[src/rsa_pkg.sv]
// constants shared by the serial access and seconds logic
// Function
// - 950 ms without stop resets serial interface
// - seconds held at offset 00h as BCD
// - seconds value stays within 00 to 59
// - seconds always readable, never blocked
// - write protection blocks seconds writes unchanged
package rsa_pkg;
    localparam int CLK_HZ = 50_000_000;
    localparam int CYC_PER_MS = CLK_HZ / 1000;
    localparam int TMO_MS = 950;
    localparam int TMO_CYC = TMO_MS * CYC_PER_MS;
    localparam int TICK_MS = 1000;
    localparam int TICK_CYC = TICK_MS * CYC_PER_MS;
    localparam int CNT_W = 26;
    // bus address of the device; arbitrary value
    localparam logic [6:0] DEV_ADDR = 7'h52;
    localparam logic [7:0] SEC_OFS = 8'h00;
    localparam logic [7:0] SEC_RST = 8'h00;
    localparam logic [3:0] BCD_MAX = 4'h9;
    localparam logic [3:0] SEC_TENS_MAX = 4'h5;
    localparam int FIFO_W = 16;
    localparam int FIFO_DEPTH = 8;
    typedef enum logic [3:0] {
        ST_IDLE, ST_ADDR, ST_AACK, ST_PTR, ST_PACK,
        ST_WDATA, ST_WACK, ST_RDATA, ST_RACK
    } rsa_state_t;
endpackage : rsa_pkg

[src/rsa_strm_if.sv]
// valid/ready word stream into the write queue from the bus engine and out of it to the seconds register
`timescale 1ns/1ps
interface rsa_strm_if #(parameter int W = 16);
    logic valid;
    logic ready;
    logic [W-1:0] data;
    modport src (output valid, output data, input ready);
    modport snk (input valid, input data, output ready);
endinterface : rsa_strm_if

[src/rsa_top.sv]
// two-wire target access with bus timeout and the BCD seconds register
`timescale 1ns/1ps
module rsa_top
    import rsa_pkg::*;
#(
    parameter int TMO_CYCLES = TMO_CYC,
    parameter int TICK_CYCLES = TICK_CYC
) (
    // clock and reset
    input wire logic i_ref_clk,
    input wire logic i_rst,
    // serial bus pins
    input wire logic i_scl,
    input wire logic i_sda,
    output logic o_sda,
    output logic o_sda_oe,
    // protection and time outputs
    input wire logic i_wr_protect,
    output logic [7:0] o_seconds,
    output logic o_min_carry,
    output logic o_busy
);
    // pin synchronisers: stage 1 only feeds stage 2
    logic scl_s1_r, scl_s2_r, scl_s3_r;
    logic sda_s1_r, sda_s2_r, sda_s3_r;
    logic wp_s1_r, wp_s2_r;

    always_ff @(posedge i_ref_clk) begin
        if (i_rst) begin
            scl_s1_r <= 1'b1;
            scl_s2_r <= 1'b1;
            scl_s3_r <= 1'b1;
            sda_s1_r <= 1'b1;
            sda_s2_r <= 1'b1;
            sda_s3_r <= 1'b1;
            wp_s1_r <= 1'b0;
            wp_s2_r <= 1'b0;
        end else begin
            scl_s1_r <= i_scl;
            scl_s2_r <= scl_s1_r;
            scl_s3_r <= scl_s2_r;
            sda_s1_r <= i_sda;
            sda_s2_r <= sda_s1_r;
            sda_s3_r <= sda_s2_r;
            wp_s1_r <= i_wr_protect;
            wp_s2_r <= wp_s1_r;
        end
    end

    logic scl_rise, scl_fall, start_det, stop_det;
    assign scl_rise = scl_s2_r && !scl_s3_r;
    assign scl_fall = !scl_s2_r && scl_s3_r;
    assign start_det = scl_s2_r && scl_s3_r && !sda_s2_r && sda_s3_r;
    assign stop_det = scl_s2_r && scl_s3_r && sda_s2_r && !sda_s3_r;

    // write queue between bus engine and register
    rsa_strm_if #(.W(FIFO_W)) wq_in ();
    rsa_strm_if #(.W(FIFO_W)) wq_out ();

    rsa_fifo #(.W(FIFO_W), .DEPTH(FIFO_DEPTH)) u_wq (
        .i_ref_clk(i_ref_clk),
        .i_rst(i_rst),
        .s_in(wq_in),
        .s_out(wq_out)
    );

    // bus engine state
    rsa_state_t st_r, st_nxt;
    logic [3:0] bcnt_r, bcnt_nxt;
    logic [7:0] sh_r, sh_nxt;
    logic [7:0] ptr_r, ptr_nxt;
    logic rw_r, rw_nxt;
    logic ack_r, ack_nxt;
    logic sda_lo_r, sda_lo_nxt;
    logic [CNT_W-1:0] tmo_r, tmo_nxt;
    logic push;
    logic [7:0] sec_r;
    logic [7:0] rd_byte;

    // reads are never gated by protection
    assign rd_byte = (ptr_r == SEC_OFS) ? sec_r : 8'h00;
    assign wq_in.valid = push;
    assign wq_in.data = {ptr_r, sh_r};

    always_comb begin
        st_nxt = st_r;
        bcnt_nxt = bcnt_r;
        sh_nxt = sh_r;
        ptr_nxt = ptr_r;
        rw_nxt = rw_r;
        ack_nxt = ack_r;
        sda_lo_nxt = sda_lo_r;
        push = 1'b0;
        // host is expected to close within the window; we enforce it anyway
        tmo_nxt = (st_r == ST_IDLE) ? '0 : tmo_r + 1'b1;
        if (start_det) begin
            st_nxt = ST_ADDR;
            bcnt_nxt = 4'h0;
            sda_lo_nxt = 1'b0;
            // a repeated start keeps the watchdog running until the stop
        end else if (stop_det) begin
            st_nxt = ST_IDLE;
            sda_lo_nxt = 1'b0;
        end else if (st_r != ST_IDLE && tmo_r >= CNT_W'(TMO_CYCLES - 1)) begin
            // interface reset: release the line and wait for a new start
            st_nxt = ST_IDLE;
            sda_lo_nxt = 1'b0;
        end else if (scl_rise) begin
            unique case (st_r)
                ST_ADDR, ST_PTR, ST_WDATA: begin
                    sh_nxt = {sh_r[6:0], sda_s2_r};
                    bcnt_nxt = bcnt_r + 4'h1;
                end
                ST_RDATA: begin
                    bcnt_nxt = bcnt_r + 4'h1;
                end
                ST_RACK: begin
                    ack_nxt = !sda_s2_r;
                end
                default: begin
                end
            endcase
        end else if (scl_fall) begin
            unique case (st_r)
                ST_ADDR: begin
                    if (bcnt_r == 4'h8) begin
                        if (sh_r[7:1] == DEV_ADDR) begin
                            rw_nxt = sh_r[0];
                            sda_lo_nxt = 1'b1;
                            st_nxt = ST_AACK;
                        end else begin
                            st_nxt = ST_IDLE;
                        end
                    end
                end
                ST_AACK: begin
                    bcnt_nxt = 4'h0;
                    if (rw_r) begin
                        sh_nxt = rd_byte;
                        sda_lo_nxt = !rd_byte[7];
                        st_nxt = ST_RDATA;
                    end else begin
                        sda_lo_nxt = 1'b0;
                        st_nxt = ST_PTR;
                    end
                end
                ST_PTR: begin
                    if (bcnt_r == 4'h8) begin
                        ptr_nxt = sh_r;
                        sda_lo_nxt = 1'b1;
                        st_nxt = ST_PACK;
                    end
                end
                ST_PACK: begin
                    bcnt_nxt = 4'h0;
                    sda_lo_nxt = 1'b0;
                    st_nxt = ST_WDATA;
                end
                ST_WDATA: begin
                    if (bcnt_r == 4'h8) begin
                        // a full queue is refused with a not-acknowledge
                        if (wq_in.ready) begin
                            push = 1'b1;
                            sda_lo_nxt = 1'b1;
                            st_nxt = ST_WACK;
                        end else begin
                            st_nxt = ST_IDLE;
                        end
                    end
                end
                ST_WACK: begin
                    ptr_nxt = ptr_r + 8'h01;
                    bcnt_nxt = 4'h0;
                    sda_lo_nxt = 1'b0;
                    st_nxt = ST_WDATA;
                end
                ST_RDATA: begin
                    if (bcnt_r == 4'h8) begin
                        sda_lo_nxt = 1'b0;
                        st_nxt = ST_RACK;
                    end else begin
                        sh_nxt = {sh_r[6:0], 1'b0};
                        sda_lo_nxt = !sh_r[6];
                    end
                end
                ST_RACK: begin
                    if (ack_r) begin
                        ptr_nxt = ptr_r + 8'h01;
                        bcnt_nxt = 4'h0;
                        sh_nxt = (ptr_r + 8'h01 == SEC_OFS) ? sec_r : 8'h00;
                        sda_lo_nxt = (ptr_r + 8'h01 == SEC_OFS) ? !sec_r[7] : 1'b1;
                        st_nxt = ST_RDATA;
                    end else begin
                        st_nxt = ST_IDLE;
                    end
                end
                default: begin
                end
            endcase
        end
    end

    always_ff @(posedge i_ref_clk) begin
        if (i_rst) begin
            st_r <= ST_IDLE;
            bcnt_r <= 4'h0;
            sh_r <= 8'h00;
            ptr_r <= 8'h00;
            rw_r <= 1'b0;
            ack_r <= 1'b0;
            sda_lo_r <= 1'b0;
            tmo_r <= '0;
        end else begin
            st_r <= st_nxt;
            bcnt_r <= bcnt_nxt;
            sh_r <= sh_nxt;
            ptr_r <= ptr_nxt;
            rw_r <= rw_nxt;
            ack_r <= ack_nxt;
            sda_lo_r <= sda_lo_nxt;
            tmo_r <= tmo_nxt;
        end
    end

    // seconds register; queued writes apply only between transactions so a
    // multi-byte burst lands atomically and the queue can really back up
    logic [7:0] sec_nxt;
    logic [CNT_W-1:0] div_r, div_nxt;
    logic carry_r, carry_nxt;
    logic tick, wr_ok;
    logic [7:0] wr_data;

    assign wq_out.ready = (st_r == ST_IDLE);
    assign wr_data = wq_out.data[7:0];
    assign tick = (div_r == CNT_W'(TICK_CYCLES - 1));
    // out-of-range BCD is dropped so the count never leaves 00..59
    assign wr_ok = wq_out.valid && wq_out.ready && (wq_out.data[15:8] == SEC_OFS)
                   && !wp_s2_r
                   && (wr_data[7:4] <= SEC_TENS_MAX) && (wr_data[3:0] <= BCD_MAX);

    always_comb begin
        div_nxt = tick ? '0 : div_r + 1'b1;
        sec_nxt = sec_r;
        carry_nxt = 1'b0;
        if (wr_ok) begin
            sec_nxt = wr_data;
        end else if (tick) begin
            if (sec_r[3:0] != BCD_MAX) begin
                sec_nxt = {sec_r[7:4], sec_r[3:0] + 4'h1};
            end else if (sec_r[7:4] != SEC_TENS_MAX) begin
                sec_nxt = {sec_r[7:4] + 4'h1, 4'h0};
            end else begin
                sec_nxt = SEC_RST;
                carry_nxt = 1'b1;
            end
        end
    end

    always_ff @(posedge i_ref_clk) begin
        if (i_rst) begin
            sec_r <= SEC_RST;
            div_r <= '0;
            carry_r <= 1'b0;
        end else begin
            sec_r <= sec_nxt;
            div_r <= div_nxt;
            carry_r <= carry_nxt;
        end
    end

    assign o_sda = 1'b0;
    assign o_sda_oe = sda_lo_r;
    assign o_seconds = sec_r;
    assign o_min_carry = carry_r;
    assign o_busy = (st_r != ST_IDLE);
endmodule : rsa_top

[src/rsa_fifo.sv]
// synchronous fifo holding received register writes
`timescale 1ns/1ps
module rsa_fifo #(
    parameter int W = 16,
    parameter int DEPTH = 8
) (
    // clock and reset
    input wire logic i_ref_clk,
    input wire logic i_rst,
    // fill and drain sides
    rsa_strm_if.snk s_in,
    rsa_strm_if.src s_out
);
    localparam int AW = $clog2(DEPTH);
    logic [W-1:0] mem [DEPTH];
    logic [AW:0] wp_r, wp_nxt, rp_r, rp_nxt;
    logic full, empty, push, pop;

    assign full = (wp_r[AW] != rp_r[AW]) && (wp_r[AW-1:0] == rp_r[AW-1:0]);
    assign empty = (wp_r == rp_r);
    assign s_in.ready = !full;
    assign s_out.valid = !empty;
    assign s_out.data = mem[rp_r[AW-1:0]];
    assign push = s_in.valid && !full;
    assign pop = s_out.ready && !empty;

    always_comb begin
        wp_nxt = wp_r;
        rp_nxt = rp_r;
        if (push) begin
            wp_nxt = wp_r + 1'b1;
        end
        if (pop) begin
            rp_nxt = rp_r + 1'b1;
        end
    end

    always_ff @(posedge i_ref_clk) begin
        if (i_rst) begin
            wp_r <= '0;
            rp_r <= '0;
        end else begin
            wp_r <= wp_nxt;
            rp_r <= rp_nxt;
        end
    end

    always_ff @(posedge i_ref_clk) begin
        if (push) begin
            mem[wp_r[AW-1:0]] <= s_in.data;
        end
    end
endmodule : rsa_fifo

[config.mk]
export PLATFORM = sky130hd
export DESIGN_NAME = rsa_top
export DESIGN_NICKNAME = d
export VERILOG_FILES = /design/src/rsa_pkg.sv /design/src/rsa_strm_if.sv /design/src/rsa_top.sv /design/src/rsa_fifo.sv
export SDC_FILE = /design/constraint.sdc
export NUM_CORES = 1
export LEC_CHECK = 0
export BUFFER_PORTS_ARGS = -buffer_cell sky130_fd_sc_hd__buf_4
export CORE_MARGIN = 2
export CORE_UTILIZATION = 60
export DETAILED_ROUTE_END_ITERATION = 16
export MAX_ROUTING_LAYER = met4
export PLACE_DENSITY = 0.77
export SKIP_CTS_REPAIR_TIMING = 1
export SLEW_MARGIN = 20
export SYNTH_ARGS = -nofsm -noshare
export SYNTH_HDL_FRONTEND = slang
export SYNTH_SLANG_ARGS = --single-unit
[constraint.sdc]
create_clock -name i_ref_clk -period 4.6 [get_ports i_ref_clk]
set_clock_uncertainty 0.2 [all_clocks]
set_input_delay 0 -clock i_ref_clk [delete_from_list [all_inputs] [get_ports i_ref_clk]]
set_output_delay 0 -clock i_ref_clk [all_outputs]
set_load 0.02 [all_outputs]
; ---- After elaboration in Yosys (flattened, before gate mapping)
; Memories as Yosys holds them, arrays and structs flattened. A register that Yosys moved wholly into a read port is not among the register bits.
; Index checks and enable logic that the tools add are counted.
[word_totals]
regBits = 104
mem_bits_rw = 128
input_bits = 5
word_cells = 188
mem_count = 1
[classes]
n_addsub = 8
n_lt_le_gt_ge = 3
n_eq_ne = 34
muxes = 58
bitwise = 5
reduce_logical = 56
[memory_table]
columns = memory, depth, word_bits, rd, rd_ports_with_merged_regs, wr, line_no
row1 = u_wq.mem, 8, 16, 1, 1, 1, rsa_fifo.sv:15  ; logic [W-1:0] mem [DEPTH];
[ops]
columns = operator, count
row1 = $mux W8, 14
row2 = $add A26 B1 Y26 const B, 2
row3 = $pmux W8 S3, 2
row4 = $mux W4, 8
row5 = $pmux W4 S7, 1
row6 = $eq A26 B26 Y1 const B, 1
row7 = $ge A26 B26 Y1 const B, 1
row8 = $mux W1, 25
row9 = $logic_not A8 Y1, 3
row10 = $add A4 B1 Y4 const B, 5
row11 = $ne A5 B5 Y1 const B, 4
row12 = $ne A2 B2 Y1 const B, 9
row13 = $reduce_and A9 Y1, 2
row14 = $eq A4 B3 Y1 const B, 4
row15 = $reduce_and A8 Y1, 2
row16 = $logic_and A1 B1 Y1, 15
row17 = $mux W3, 5
row18 = $reduce_and A7 Y1, 2
row19 = $reduce_bool A4 Y1, 3
row20 = $reduce_or A4 Y1, 3
row21 = $logic_not A1 Y1, 10
row22 = $reduce_bool A10 Y1, 1
row23 = $ne A3 B3 Y1 const B, 3
row24 = $add A8 B1 Y8 const B, 1
row25 = 26 further kinds, 38

; ---- Logic depth before layout (Yosys ltp)
; Gate-level depths: netlist (run 1).
[logic_depth]
ltp_word = 13
mapped_depth = 9

; ---- Hierarchy
; Synthesis (run 1) repeated with hierarchy kept, for this count alone.
[hier_totals]
cells_unflattened = 953
hier_area_um2 = 11225.8
[modules_own_cells]
columns = mod, instances, cells_each, area_each_um2
row1 = rsa_top, 1, 683, 5665.4
row2 = rsa_fifo, 1, 270, 5560.3

; ---- Worst setup path before layout (run 1)
; Ideal clock, no wire load.
[synth_path]
path_kind = reg2reg
from = register st_r[1]
to = memory u_wq.mem[1][0], enable pin
setup_time_ns = 0.436
arrival_time_ns = 3.489
t_required_ns = 3.964
path_slack_ns = 0.474
path_stages_with_launch = 8
path_cell_list = dfxtp_1 buf_2 nor4_1 inv_1 a32oi_2 nand3_1 buf_2 nor4b_1
[synth_via]
elab_cells_between_ends = 12
[synth_lines]
columns = element, line_no
row1 = start: declaration, rsa_top.sv:68  ; rsa_state_t st_r, st_nxt;
row2 = start signal: assignment, rsa_top.sv:214  ; st_r <= st_nxt;
row3 = $reduce_bool A4 Y1, -
row4 = via o_busy, rsa_top.sv:21  ; output logic o_busy
row5 = $logic_and A1 B1 Y1, rsa_top.sv:104  ; end else if (st_r != ST_IDLE && tmo_r >= CNT_W'(TMO_CYCLES - 1)) begin
row6 = $mux W1, rsa_top.sv:104
row7 = $mux W1, rsa_top.sv:101  ; end else if (stop_det) begin
row8 = $mux W1, rsa_top.sv:96  ; if (start_det) begin
row9 = $logic_and A1 B1 Y1, rsa_fifo.sv:24  ; assign push = s_in.valid && !full;
row10 = $mux W1, rsa_fifo.sv:49  ; if (push) begin
row11 = $mux W1 (implied by the code), rsa_fifo.sv:50  ; mem[wp_r[AW-1:0]] <= s_in.data;
row12 = end: declaration, rsa_fifo.sv:15
; The timed path passes the listed nets, and every way through them passes these cells.

; ---- Final worst setup path (run 1)
[layout_path]
from = register st_r[0]
to = memory u_wq.mem[4][7], enable pin
[layout_via]
elab_chain_len = 10
elab_cells_between_ends = 12
[layout_rtl]
columns = element, line_no
row1 = $eq A4 B3 Y1, rsa_top.sv:124  ; unique case (st_r)
row2 = $mux W1, rsa_top.sv:124
row3 = $mux W1, rsa_top.sv:123  ; end else if (scl_fall) begin
row4 = $mux W1, rsa_top.sv:108  ; end else if (scl_rise) begin
row5 = $mux W1 *, rsa_top.sv:104
row6 = $mux W1 *, rsa_top.sv:101
row7 = $mux W1 *, rsa_top.sv:96
row8 = $logic_and A1 B1 Y1 *, rsa_fifo.sv:24
row9 = $mux W1 *, rsa_fifo.sv:49
row10 = $mux W1 (implied by the code) *, rsa_fifo.sv:50
; Mark *: on every way between the ends. The rest lies on a longest branch, timed or not.

==> results.sh, run 1 <==
export IMPL_end_kind="register"
export IMPL_ir_worst_vdd_v=0.000296
export IMPL_r2r_slack_ps=1140
export IMPL_relSlewSlack=0.438
export IMPL_rsz0062_at_grt="no"
export IMPL_grtUsageTotal=0.264
export IMPL_clk_latency_ps=510
export IMPL_whs_path_depth=1
export IMPL_routabilityCongestion=0.849
export IMPL_grt_max_degree=49
export IMPL_path_max_fanout=16
export IMPL_synth_edff_count=128
export IMPL_die_h_um=134
export IMPL_synthFlopType="edfxtp_1"
export IMPL_min_path_type="register to register"
export IMPL_antenna_found_initial=0
export IMPL_grt_pass1_wl_um=36600
export IMPL_drc=0
export IMPL_wl_met1_um=9160
export IMPL_min_to="sda_s2_r$_SDFF_PP1_"
export IMPL_root_buffer="clkbuf_16"
export IMPL_ys_seq_area_frac=0.588
export IMPL_fp_coreArea_um2=16600
export IMPL_crit_type="register to register"
export IMPL_numClockSinks=235
export IMPL_drive_above_1_share=0.116
export IMPL_synth_cell_type_count=73
export IMPL_ys_warn_count=0
export IMPL_diodes=0
export IMPL_io_pins=17
export IMPL_die_area_um2=18000
export IMPL_wire_per_inst_um=19.9
export IMPL_ant_nets=0
export IMPL_dr_first_iter_drc_count=560
export IMPL_required_ps=4600
export IMPL_nets=920
export IMPL_grt_pass1_vias=7015
export IMPL_fin_crit_sh=0.752
export IMPL_routed_wl_met3_um=1310
export IMPL_rr_endpoint="u_wq.mem[4][7]$_DFFE_PP_"
export IMPL_worst_hold_slack_ps=238
export IMPL_area_delta_synth_final_pct=11.4
export IMPL_drv_slew=0
export IMPL_route_met2_wl_um=11400
export IMPL_grt_overflow=0
export IMPL_hold_viol=0
export IMPL_fin_util=0.684
export IMPL_hold_start="sda_s1_r$_SDFF_PP1_"
export IMPL_ys_seq_elements=235
export IMPL_r2r_start="st_r[0]$_SDFFE_PP0P_"
export IMPL_start_util=0.614
export IMPL_clk_path_buf_depth=3
export IMPL_synth_cells=882
export IMPL_setup_viol=0
export IMPL_finalSetupTns_ps=0
export IMPL_worst_pin_slew_ps=841
export IMPL_max_freq_ghz=0.289
export IMPL_fin_crit_ps=3460
export IMPL_syn_area_um2=10200
export IMPL_dr_pass1_iters=5
export IMPL_maxUsedRoutingLayer="met4"
export IMPL_htreeDepth=1
export IMPL_maxCapViolCount=0
export IMPL_worstPathArrival_ps=3460
export IMPL_cts_tree="done"
export IMPL_power_leakage_nw=3.81
export IMPL_core_rowCount=47
export IMPL_die_x_um=134
export IMPL_power_density_nw_per_um2=367
export IMPL_totalWireLength_um=22600
export IMPL_io_buffer_count=15
export IMPL_startpoint_type="register"
export IMPL_reg2reg_depth=7
export IMPL_hpwl_um=14900
export IMPL_avgSynthCellArea_um2=11.5
export IMPL_status="completed"
export IMPL_synth_nets=901
export IMPL_cts_buffers=24
export IMPL_avgViaCountPerCell=6.20
export IMPL_clk_pin_slew_worst_paths_ps=60
export IMPL_vias=7063
export IMPL_async_flop_share=0
[cell families (layout without fill, tap and decap cells)]
kind of cell,after synthesis,after routing,synth area share
other,1,1,0.000368
flip-flops,235,235,0.588
buffers and inverters,75,112,0.0300
multiplexers,30,30,0.0479
AO/OA/AOI/OAI,142,142,0.0957
XOR/XNOR,53,53,0.0456
AND/OR/NAND/NOR,332,332,0.176
adder cells (fa/ha/maj),14,14,0.0172
[worst max-delay path, cell delays in order (launching register included)]
cell,delay [ps]
dfxtp_1,420
buf_4,230
nor4_1,410
inv_1,170
a32oi_2,420
nand3_1,540
nor4_2,410
buf_4,330
[Yosys cell counts (5+ instances only)]
cell        n  area share
a211oi_1   17       0.013
a21oi_1    40       0.020
a221oi_1    8      0.0069
and2_1      5      0.0031
and3_1      9      0.0055
and4_1      8      0.0069
buf_2      10      0.0049
clkbuf_1   29       0.011
dfxtp_1   107        0.21
edfxtp_1  128        0.38
ha_1       14       0.017
inv_1      34       0.013
mux2i_1    12       0.012
mux4_2     12       0.027
nand2_1    47       0.017
nand2b_1    5      0.0031
nand3_1    32       0.016
nand3b_1    5      0.0037
nand4_1    19       0.012
nor2_1     95       0.035
nor2b_1     7      0.0043
nor3_1     18      0.0088
nor4_1     22       0.014
nor4b_1     8      0.0069
o21ai_0    25       0.012
o21ai_1     5      0.0025
or2_2       8      0.0049
or3_1      15      0.0092
or4_1       8      0.0059
xnor2_1    21       0.018
xor2_1     32       0.028
[through the flow]
stage	power [W]	instance area [um2]	cells	worst slack [ps]
after floorplan	0.00235	10200	882	474
after global placement	0.00239	10500	1088	1320
after detailed placement	0.00239	10500	1088	1190
after CTS	0.00419	11300	1132	1140
after global routing	0.00430	11400	1139	847
final	0.00416	11400	1139	1140
[state kept, by name (all words and copies together) (netlist names), 4 cells and up, named ones only]
name,cells
u_wq.wp_r,4
u_wq.mem,128
st_r,4
ptr_r,8
div_r,26
sh_r,8
u_wq.rp_r,4
tmo_r,26
bcnt_r,4
o_seconds,8
[final cells by class]
cell class / count / area, um2
fill: 1220 / 5230
tap: 220 / 275
clock inverter: 10 / 73.8
sequential: 235 / 5990
clock buffer: 34 / 679
multi-input combinational: 572 / 3940
timing repair buffer: 34 / 273
inverter: 34 / 128
[layer usage]
| layer | vias to the layer above | track usage |
|---|---|---|
| met5 | - | - |
| met4 | 0 | 0.0918 |
| met3 | 59 | 0.0363 |
| met2 | 240 | 0.444 |
| met1 | 3440 | 0.332 |
| li1 | 3324 | - |
[worst max path at each step]
stage                          from                         to  slack [ps]  cells after the start
2_1_floorplan  st_r[1]$_SDFFE_PP0P_   u_wq.mem[1][0]$_DFFE_PP_         470                      7
3_3_place_gp   st_r[1]$_SDFFE_PP0P_   u_wq.mem[1][8]$_DFFE_PP_        1320                      6
3_5_place_dp   st_r[1]$_SDFFE_PP0P_  u_wq.mem[0][13]$_DFFE_PP_        1190                      6
4_1_cts        st_r[1]$_SDFFE_PP0P_   u_wq.mem[4][1]$_DFFE_PP_        1140                      6
5_1_grt        st_r[0]$_SDFFE_PP0P_   u_wq.mem[1][2]$_DFFE_PP_         850                      7
6_report       st_r[0]$_SDFFE_PP0P_   u_wq.mem[4][7]$_DFFE_PP_        1140                      7
[where the power goes]
group	total, W	switching [W]	internal (W)
clock	0.00181	0.000775	0.00104
sequential	0.00222	0.0000197	0.00220
combinational	0.000128	0.0000736	0.0000544
total	0.00416	0.000868	0.00329
[cell usage in the layout (no fill, tap or decap), types with 15 or more instances in the layout]
cell         n
xnor2_1     21
nand2_1     47
nand4_1     19
edfxtp_1   128
o21ai_0     25
dfxtp_1    107
xor2_1      32
nor2_1      95
or3_1       15
clkbuf_16   24
a211oi_1    17
nor3_1      17
buf_4       27
inv_1       34
nor4_1      18
a21oi_1     40
nand3_1     32
Note: power is estimated with default switching activity, not from simulation.
==> run 2, diff against run 1 <==
Settings changed: CORE_UTILIZATION 60 to 56, PLACE_DENSITY 0.77 to 0.75.
Clock period 4.6 ns to 2.9 ns, I/O delays scaled along.
==> run 2 against run 1 <==
Net effect:
- sequential power increased by 58%
- wire length increased by 0.42%
- non-clock buffer count up 45
- die area increased by 6.9%
==> results.sh, run 2 (synthesized netlist as in run 1, its figures left out) <==
export IMPL_path_buf_inv=3
export IMPL_max_freq_ghz=0.369
export IMPL_nFillCells=1350
export IMPL_drive_above_1_share=0.168
export IMPL_layout_common_cells="edfxtp_1, dfxtp_1, nor2_1, buf_4, nand2_1"
export IMPL_layout_commonest_cell="edfxtp_1"
export IMPL_avgViaCountPerCell=6.05
export IMPL_worst_pin_slew_ps=804
export IMPL_crit_top_cell="buf_4"
export IMPL_worstPathArrival_ps=2740
export IMPL_dr_first_iter_drc_count=508
export IMPL_totalWireLength_um=22700
export IMPL_hpwl_um=15000
export IMPL_path_cells="inv_1, ha_1, and3b_1, nand3_1, nor3_1, nand3_2, buf_4, nor4b_4, buf_4"
export IMPL_die_x_um=139
export IMPL_numClockSinks=235
export IMPL_htreeDepth=1
export IMPL_rsz0062_at_grt="no"
export IMPL_vias=7215
export IMPL_clk_path_buf_depth=3
export IMPL_drc=0
export IMPL_antenna_found_initial=0
export IMPL_die_h_um=139
export IMPL_dr_pass1_iters=5
export IMPL_end_kind="register"
export IMPL_finalSetupTns_ps=0
export IMPL_fp_coreArea_um2=17900
export IMPL_io_pins=17
export IMPL_grt_max_degree=48
export IMPL_nets=965
export IMPL_relSlewSlack=0.458
export IMPL_status="completed"
export IMPL_die_area_um2=19300
export IMPL_required_ps=2930
export IMPL_largest_reg_flops=128
export IMPL_maxCapViolCount=0
export IMPL_ant_nets=0
export IMPL_grt_overflow=0
export IMPL_root_buffer="clkbuf_16"
export IMPL_fin_ws_ps=188
export IMPL_crit_family="simple AND/OR/NAND/NOR gates"
export IMPL_dpl_cell_area_um2=11000
export IMPL_path_max_fanout=16
export IMPL_io_buffer_count=15
export IMPL_grt_pass1_wl_um=35900
export IMPL_grt_pass1_vias=6804
export IMPL_cts_tree="done"
export IMPL_slowest_stage="dfxtp_1"
export IMPL_pre_cts_ws_ps=108
export IMPL_diodes=0
export IMPL_power_total_w=0.00679
export IMPL_routabilityCongestion=0.919
export IMPL_fin_crit_sh=0.935
export IMPL_grtUsageTotal=0.241
export IMPL_setup_viol=0
export IMPL_slowest_delay_ps=340
export IMPL_wire_per_inst_um=19.0
export IMPL_r2r_slack_ps=190
export IMPL_clk_pin_slew_worst_paths_ps=60
export IMPL_crit_type="register to register"
export IMPL_hold_viol=0
export IMPL_ir_worst_vdd_v=0.000448
export IMPL_drv_slew=0
export IMPL_start_util=0.569
export IMPL_power_leakage_nw=4.04
export IMPL_power_density_nw_per_um2=571
export IMPL_cts_buffers=24
export IMPL_final_area_um2=11900
export IMPL_clk_latency_ps=540
export IMPL_core_rowCount=49
export IMPL_area_delta_synth_final_pct=16.8
export IMPL_startpoint_type="register"
export IMPL_min_path_type="register to register"
export IMPL_fin_crit_ps=2710
[run 2: cell types whose count changed in the layout (fill, tap and decap cells not counted), moves of 3 or more]
cell / change
buf_4: +42
clkbuf_8: -3
clkinvlp_4: +3
dfxtp_1: -3
dfxtp_2: +3
clkinv_2: -3
nor4_2: -3
nor4_4: +4
buf_12: +3
[run 2: metal layers]
layer	vias up	global-route usage	wire length, um
li1	3420	-	-
met1	3509	0.310	9590
met2	239	0.389	11000
met3	47	0.0397	1430
met4	0	0.0856	642
met5	-	-	0
[run 2: power breakdown]
group | switching (W) | internal [W] | leakage [nW]
registers | 0.0000221 | 0.00349 | 2.05
clock network | 0.00133 | 0.00172 | 0.375
logic | 0.000127 | 0.0000985 | 1.61
total | 0.00148 | 0.00531 | 4.04
[run 2: layout make-up]
cell class | count | area [um2] | area share
Inverter | 34 | 128 | 0.0107
Sequential cell | 235 | 5990 | 0.504
Tap cell | 229 | 287 | 0.0241
Timing Repair Buffer | 79 | 648 | 0.0545
Clock buffer | 29 | 651 | 0.0547
Multi-Input combinational cell | 572 | 4050 | 0.341
Clock inverter | 15 | 141 | 0.0119
[run 2: final timing paths]
check	start	end	cells past startpoint
max reg2reg	bcnt_r[0]$_SDFFE_PP0P_	u_wq.mem[1][12]$_DFFE_PP_	9
max	bcnt_r[0]$_SDFFE_PP0P_	u_wq.mem[1][12]$_DFFE_PP_	9
min reg2reg	scl_s1_r$_SDFF_PP1_	scl_s2_r$_SDFF_PP1_	1
min	scl_s1_r$_SDFF_PP1_	scl_s2_r$_SDFF_PP1_	1
[run 2: metrics by stage]
| step | hold WS, ps | utilization | cells |
|---|---|---|---|
| floorplan | -96.2 | - | 882 |
| global route | 226 | 0.664 | 1193 |
| detailed placement | -12.1 | 0.615 | 1139 |
| finish | 209 | 0.664 | 1193 |
| CTS | -569 | 0.659 | 1183 |
| global placement | -15.3 | 0.615 | 1139 |
==> run 3, diff against run 2 <==
Settings changed: CORE_UTILIZATION 56 to 40, PLACE_DENSITY 0.75 to default.
Clock period 2.9 ns to 2.6 ns, I/O delays scaled along.
==> run 3 against run 2 <==
Net effect:
- the flow now finishes with violations (negative setup slack)
- wire length is 1.4% higher
- final cell count is 12% higher
- sequential share of layout area decreased by 2.8 points
- total power grew 13%
- global-route usage shrank 6.3 points
==> results.sh, run 3 (synthesized netlist as in run 1, its figures left out) <==
export IMPL_setup_viol=2
export IMPL_p_comb_frac=0.044
export IMPL_slowest_delay_ps=380
export IMPL_crit_top_cell="buf_12"
export IMPL_min_to="o_seconds[3]$_SDFFE_PP0P_"
export IMPL_start_util=0.406
export IMPL_required_ps=2630
export IMPL_fin_crit_sh=1.00
export IMPL_wire_per_inst_um=17.1
export IMPL_slowest_stage="or3_4"
export IMPL_layout_common_cells="edfxtp_1, dfxtp_1, buf_4, nor2_1, nand2_1"
export IMPL_worstPathArrival_ps=2630
export IMPL_drc=0
export IMPL_end_kind="register"
export IMPL_io_pins=17
export IMPL_switching_share=0.210
export IMPL_path_max_fanout=16
export IMPL_root_buffer="clkbuf_16"
export IMPL_ir_worst_vdd_v=0.000448
export IMPL_startpoint_type="register"
export IMPL_power_leakage_nw=4.34
export IMPL_grt_overflow=0
export IMPL_final_area_um2=12600
export IMPL_maxCapViolCount=0
export IMPL_vias=7194
export IMPL_reg2reg_depth=8
export IMPL_crit_type="register to register"
export IMPL_fin_util=0.502
export IMPL_cts_buffers=26
export IMPL_drv_slew=0
export IMPL_dpl_cell_area_um2=11600
export IMPL_dr_first_iter_drc_count=450
export IMPL_ant_nets=0
export IMPL_whs_path_depth=3
export IMPL_io_buffer_count=15
export IMPL_power_density_nw_per_um2=610
export IMPL_r2r_start="tmo_r[1]$_SDFF_PP0_"
export IMPL_worst_pin_slew_ps=672
export IMPL_fin_ws_ps=-0.544
export IMPL_rsz0062_at_grt="yes"
export IMPL_dr_pass1_iters=5
export IMPL_r2r_slack_ps=-0.5
export IMPL_violations="negative setup slack"
export IMPL_path_cells="ha_4, and4_1, or3_4, a41oi_4, nand3_2, buf_12, nor4b_4, buf_12"
export IMPL_htreeDepth=1
export IMPL_antenna_found_initial=0
export IMPL_fin_crit_ps=2600
export IMPL_relSlewSlack=0.546
export IMPL_diodes=0
export IMPL_die_area_um2=26800
export IMPL_routabilityCongestion=0.819
export IMPL_max_freq_ghz=0.385
export IMPL_nets=1013
export IMPL_largest_reg_flops=128
export IMPL_area_delta_synth_final_pct=23.7
export IMPL_finalSetupTns_ps=-0.958
export IMPL_min_path_type="primary input to register"
export IMPL_clockPowerShare=0.447
export IMPL_grtUsageTotal=0.178
export IMPL_die_h_um=164
export IMPL_status="finished with violations"
export IMPL_hold_viol=0
export IMPL_grt_pass1_vias=6874
export IMPL_numClockSinks=235
export IMPL_hpwl_um=15600
export IMPL_fp_coreArea_um2=25100
export IMPL_clk_latency_ps=520
export IMPL_totalWireLength_um=23000
export IMPL_switchingPower_w=0.00161
export IMPL_internal_power_w=0.00608
export IMPL_nFillCells=2327
export IMPL_core_rowCount=58
export IMPL_rr_endpoint="u_wq.mem[1][14]$_DFFE_PP_"
export IMPL_cts_tree="done"
export IMPL_clk_pin_slew_worst_paths_ps=60
export IMPL_clk_path_buf_depth=3
export IMPL_grt_max_degree=30
export IMPL_drive_above_1_share=0.210
export IMPL_hold_start="i_rst"
export IMPL_avgViaCountPerCell=5.36
export IMPL_worst_hold_slack_ps=165
export IMPL_layout_commonest_cell="edfxtp_1"
export IMPL_die_x_um=164
export IMPL_seq_power_share=0.509
export IMPL_grt_pass1_wl_um=36400
-- run 3: stage by stage --
stage,cells,worst slack [ps],power (W)
floorplan,882,-291,0.00416
global placement,1285,19.8,0.00429
detailed placement,1285,-56.7,0.00429
CTS,1331,-96.4,0.00773
global route,1342,-70.1,0.00793
finish,1342,-0.544,0.00769
-- run 3: cell type report --
class                   count  area (um2)  share of cell area
clock buffers              35         706              0.0560
flip-flops and latches    235        5990               0.476
well taps                 330         413              0.0328
multi-input cells         572        4130               0.328
repair buffers            125        1140              0.0906
clock inverters            11        90.1             0.00715
inverters                  34         128              0.0101
-- run 3: power groups by stage --
stage / clock [W] / sequential (W) / combinational [W]
after floorplan: 0 / 0.00399 / 0.000173
after global placement: 0 / 0.00399 / 0.000301
after detailed placement: 0 / 0.00399 / 0.000301
after CTS: 0.00352 / 0.00391 / 0.000303
after global routing: 0.00364 / 0.00391 / 0.000370
final: 0.00343 / 0.00391 / 0.000340
-- run 3: worst max-delay path by stage --
stage | startpoint | endpoint | cells after the start
after floorplan | tmo_r[0]$_SDFF_PP0_ | u_wq.mem[1][0]$_DFFE_PP_ | 7
after global placement | tmo_r[1]$_SDFF_PP0_ | u_wq.mem[1][15]$_DFFE_PP_ | 8
after detailed placement | register | o_seconds[1]$_SDFFE_PP0P_ | 7
after CTS | register | o_seconds[5]$_SDFFE_PP0P_ | 7
after global routing | tmo_r[1]$_SDFF_PP0_ | u_wq.mem[1][15]$_DFFE_PP_ | 8
final | tmo_r[1]$_SDFF_PP0_ | u_wq.mem[1][14]$_DFFE_PP_ | 8
-- run 3: critical path, delay by kind of cell, from the launching register on --
family	cells	cell delay (ps)
buf+inv	2	370
flops	1	340
compound gates	1	260
simple gates	4	950
fa+ha+maj	1	160
-- run 3: per-layer routing --
| layer | global-route usage | share of wire | up-vias | wire length, um |
|---|---|---|---|---|
| li1 | - | - | 3517 | - |
| met2 | 0.282 | 0.47 | 138 | 10700 |
| met3 | 0.0221 | 0.038 | 40 | 864 |
| met4 | 0.0494 | 0.023 | 0 | 535 |
| met5 | - | 0 | - | 0 |
| met1 | 0.243 | 0.47 | 3499 | 10900 |
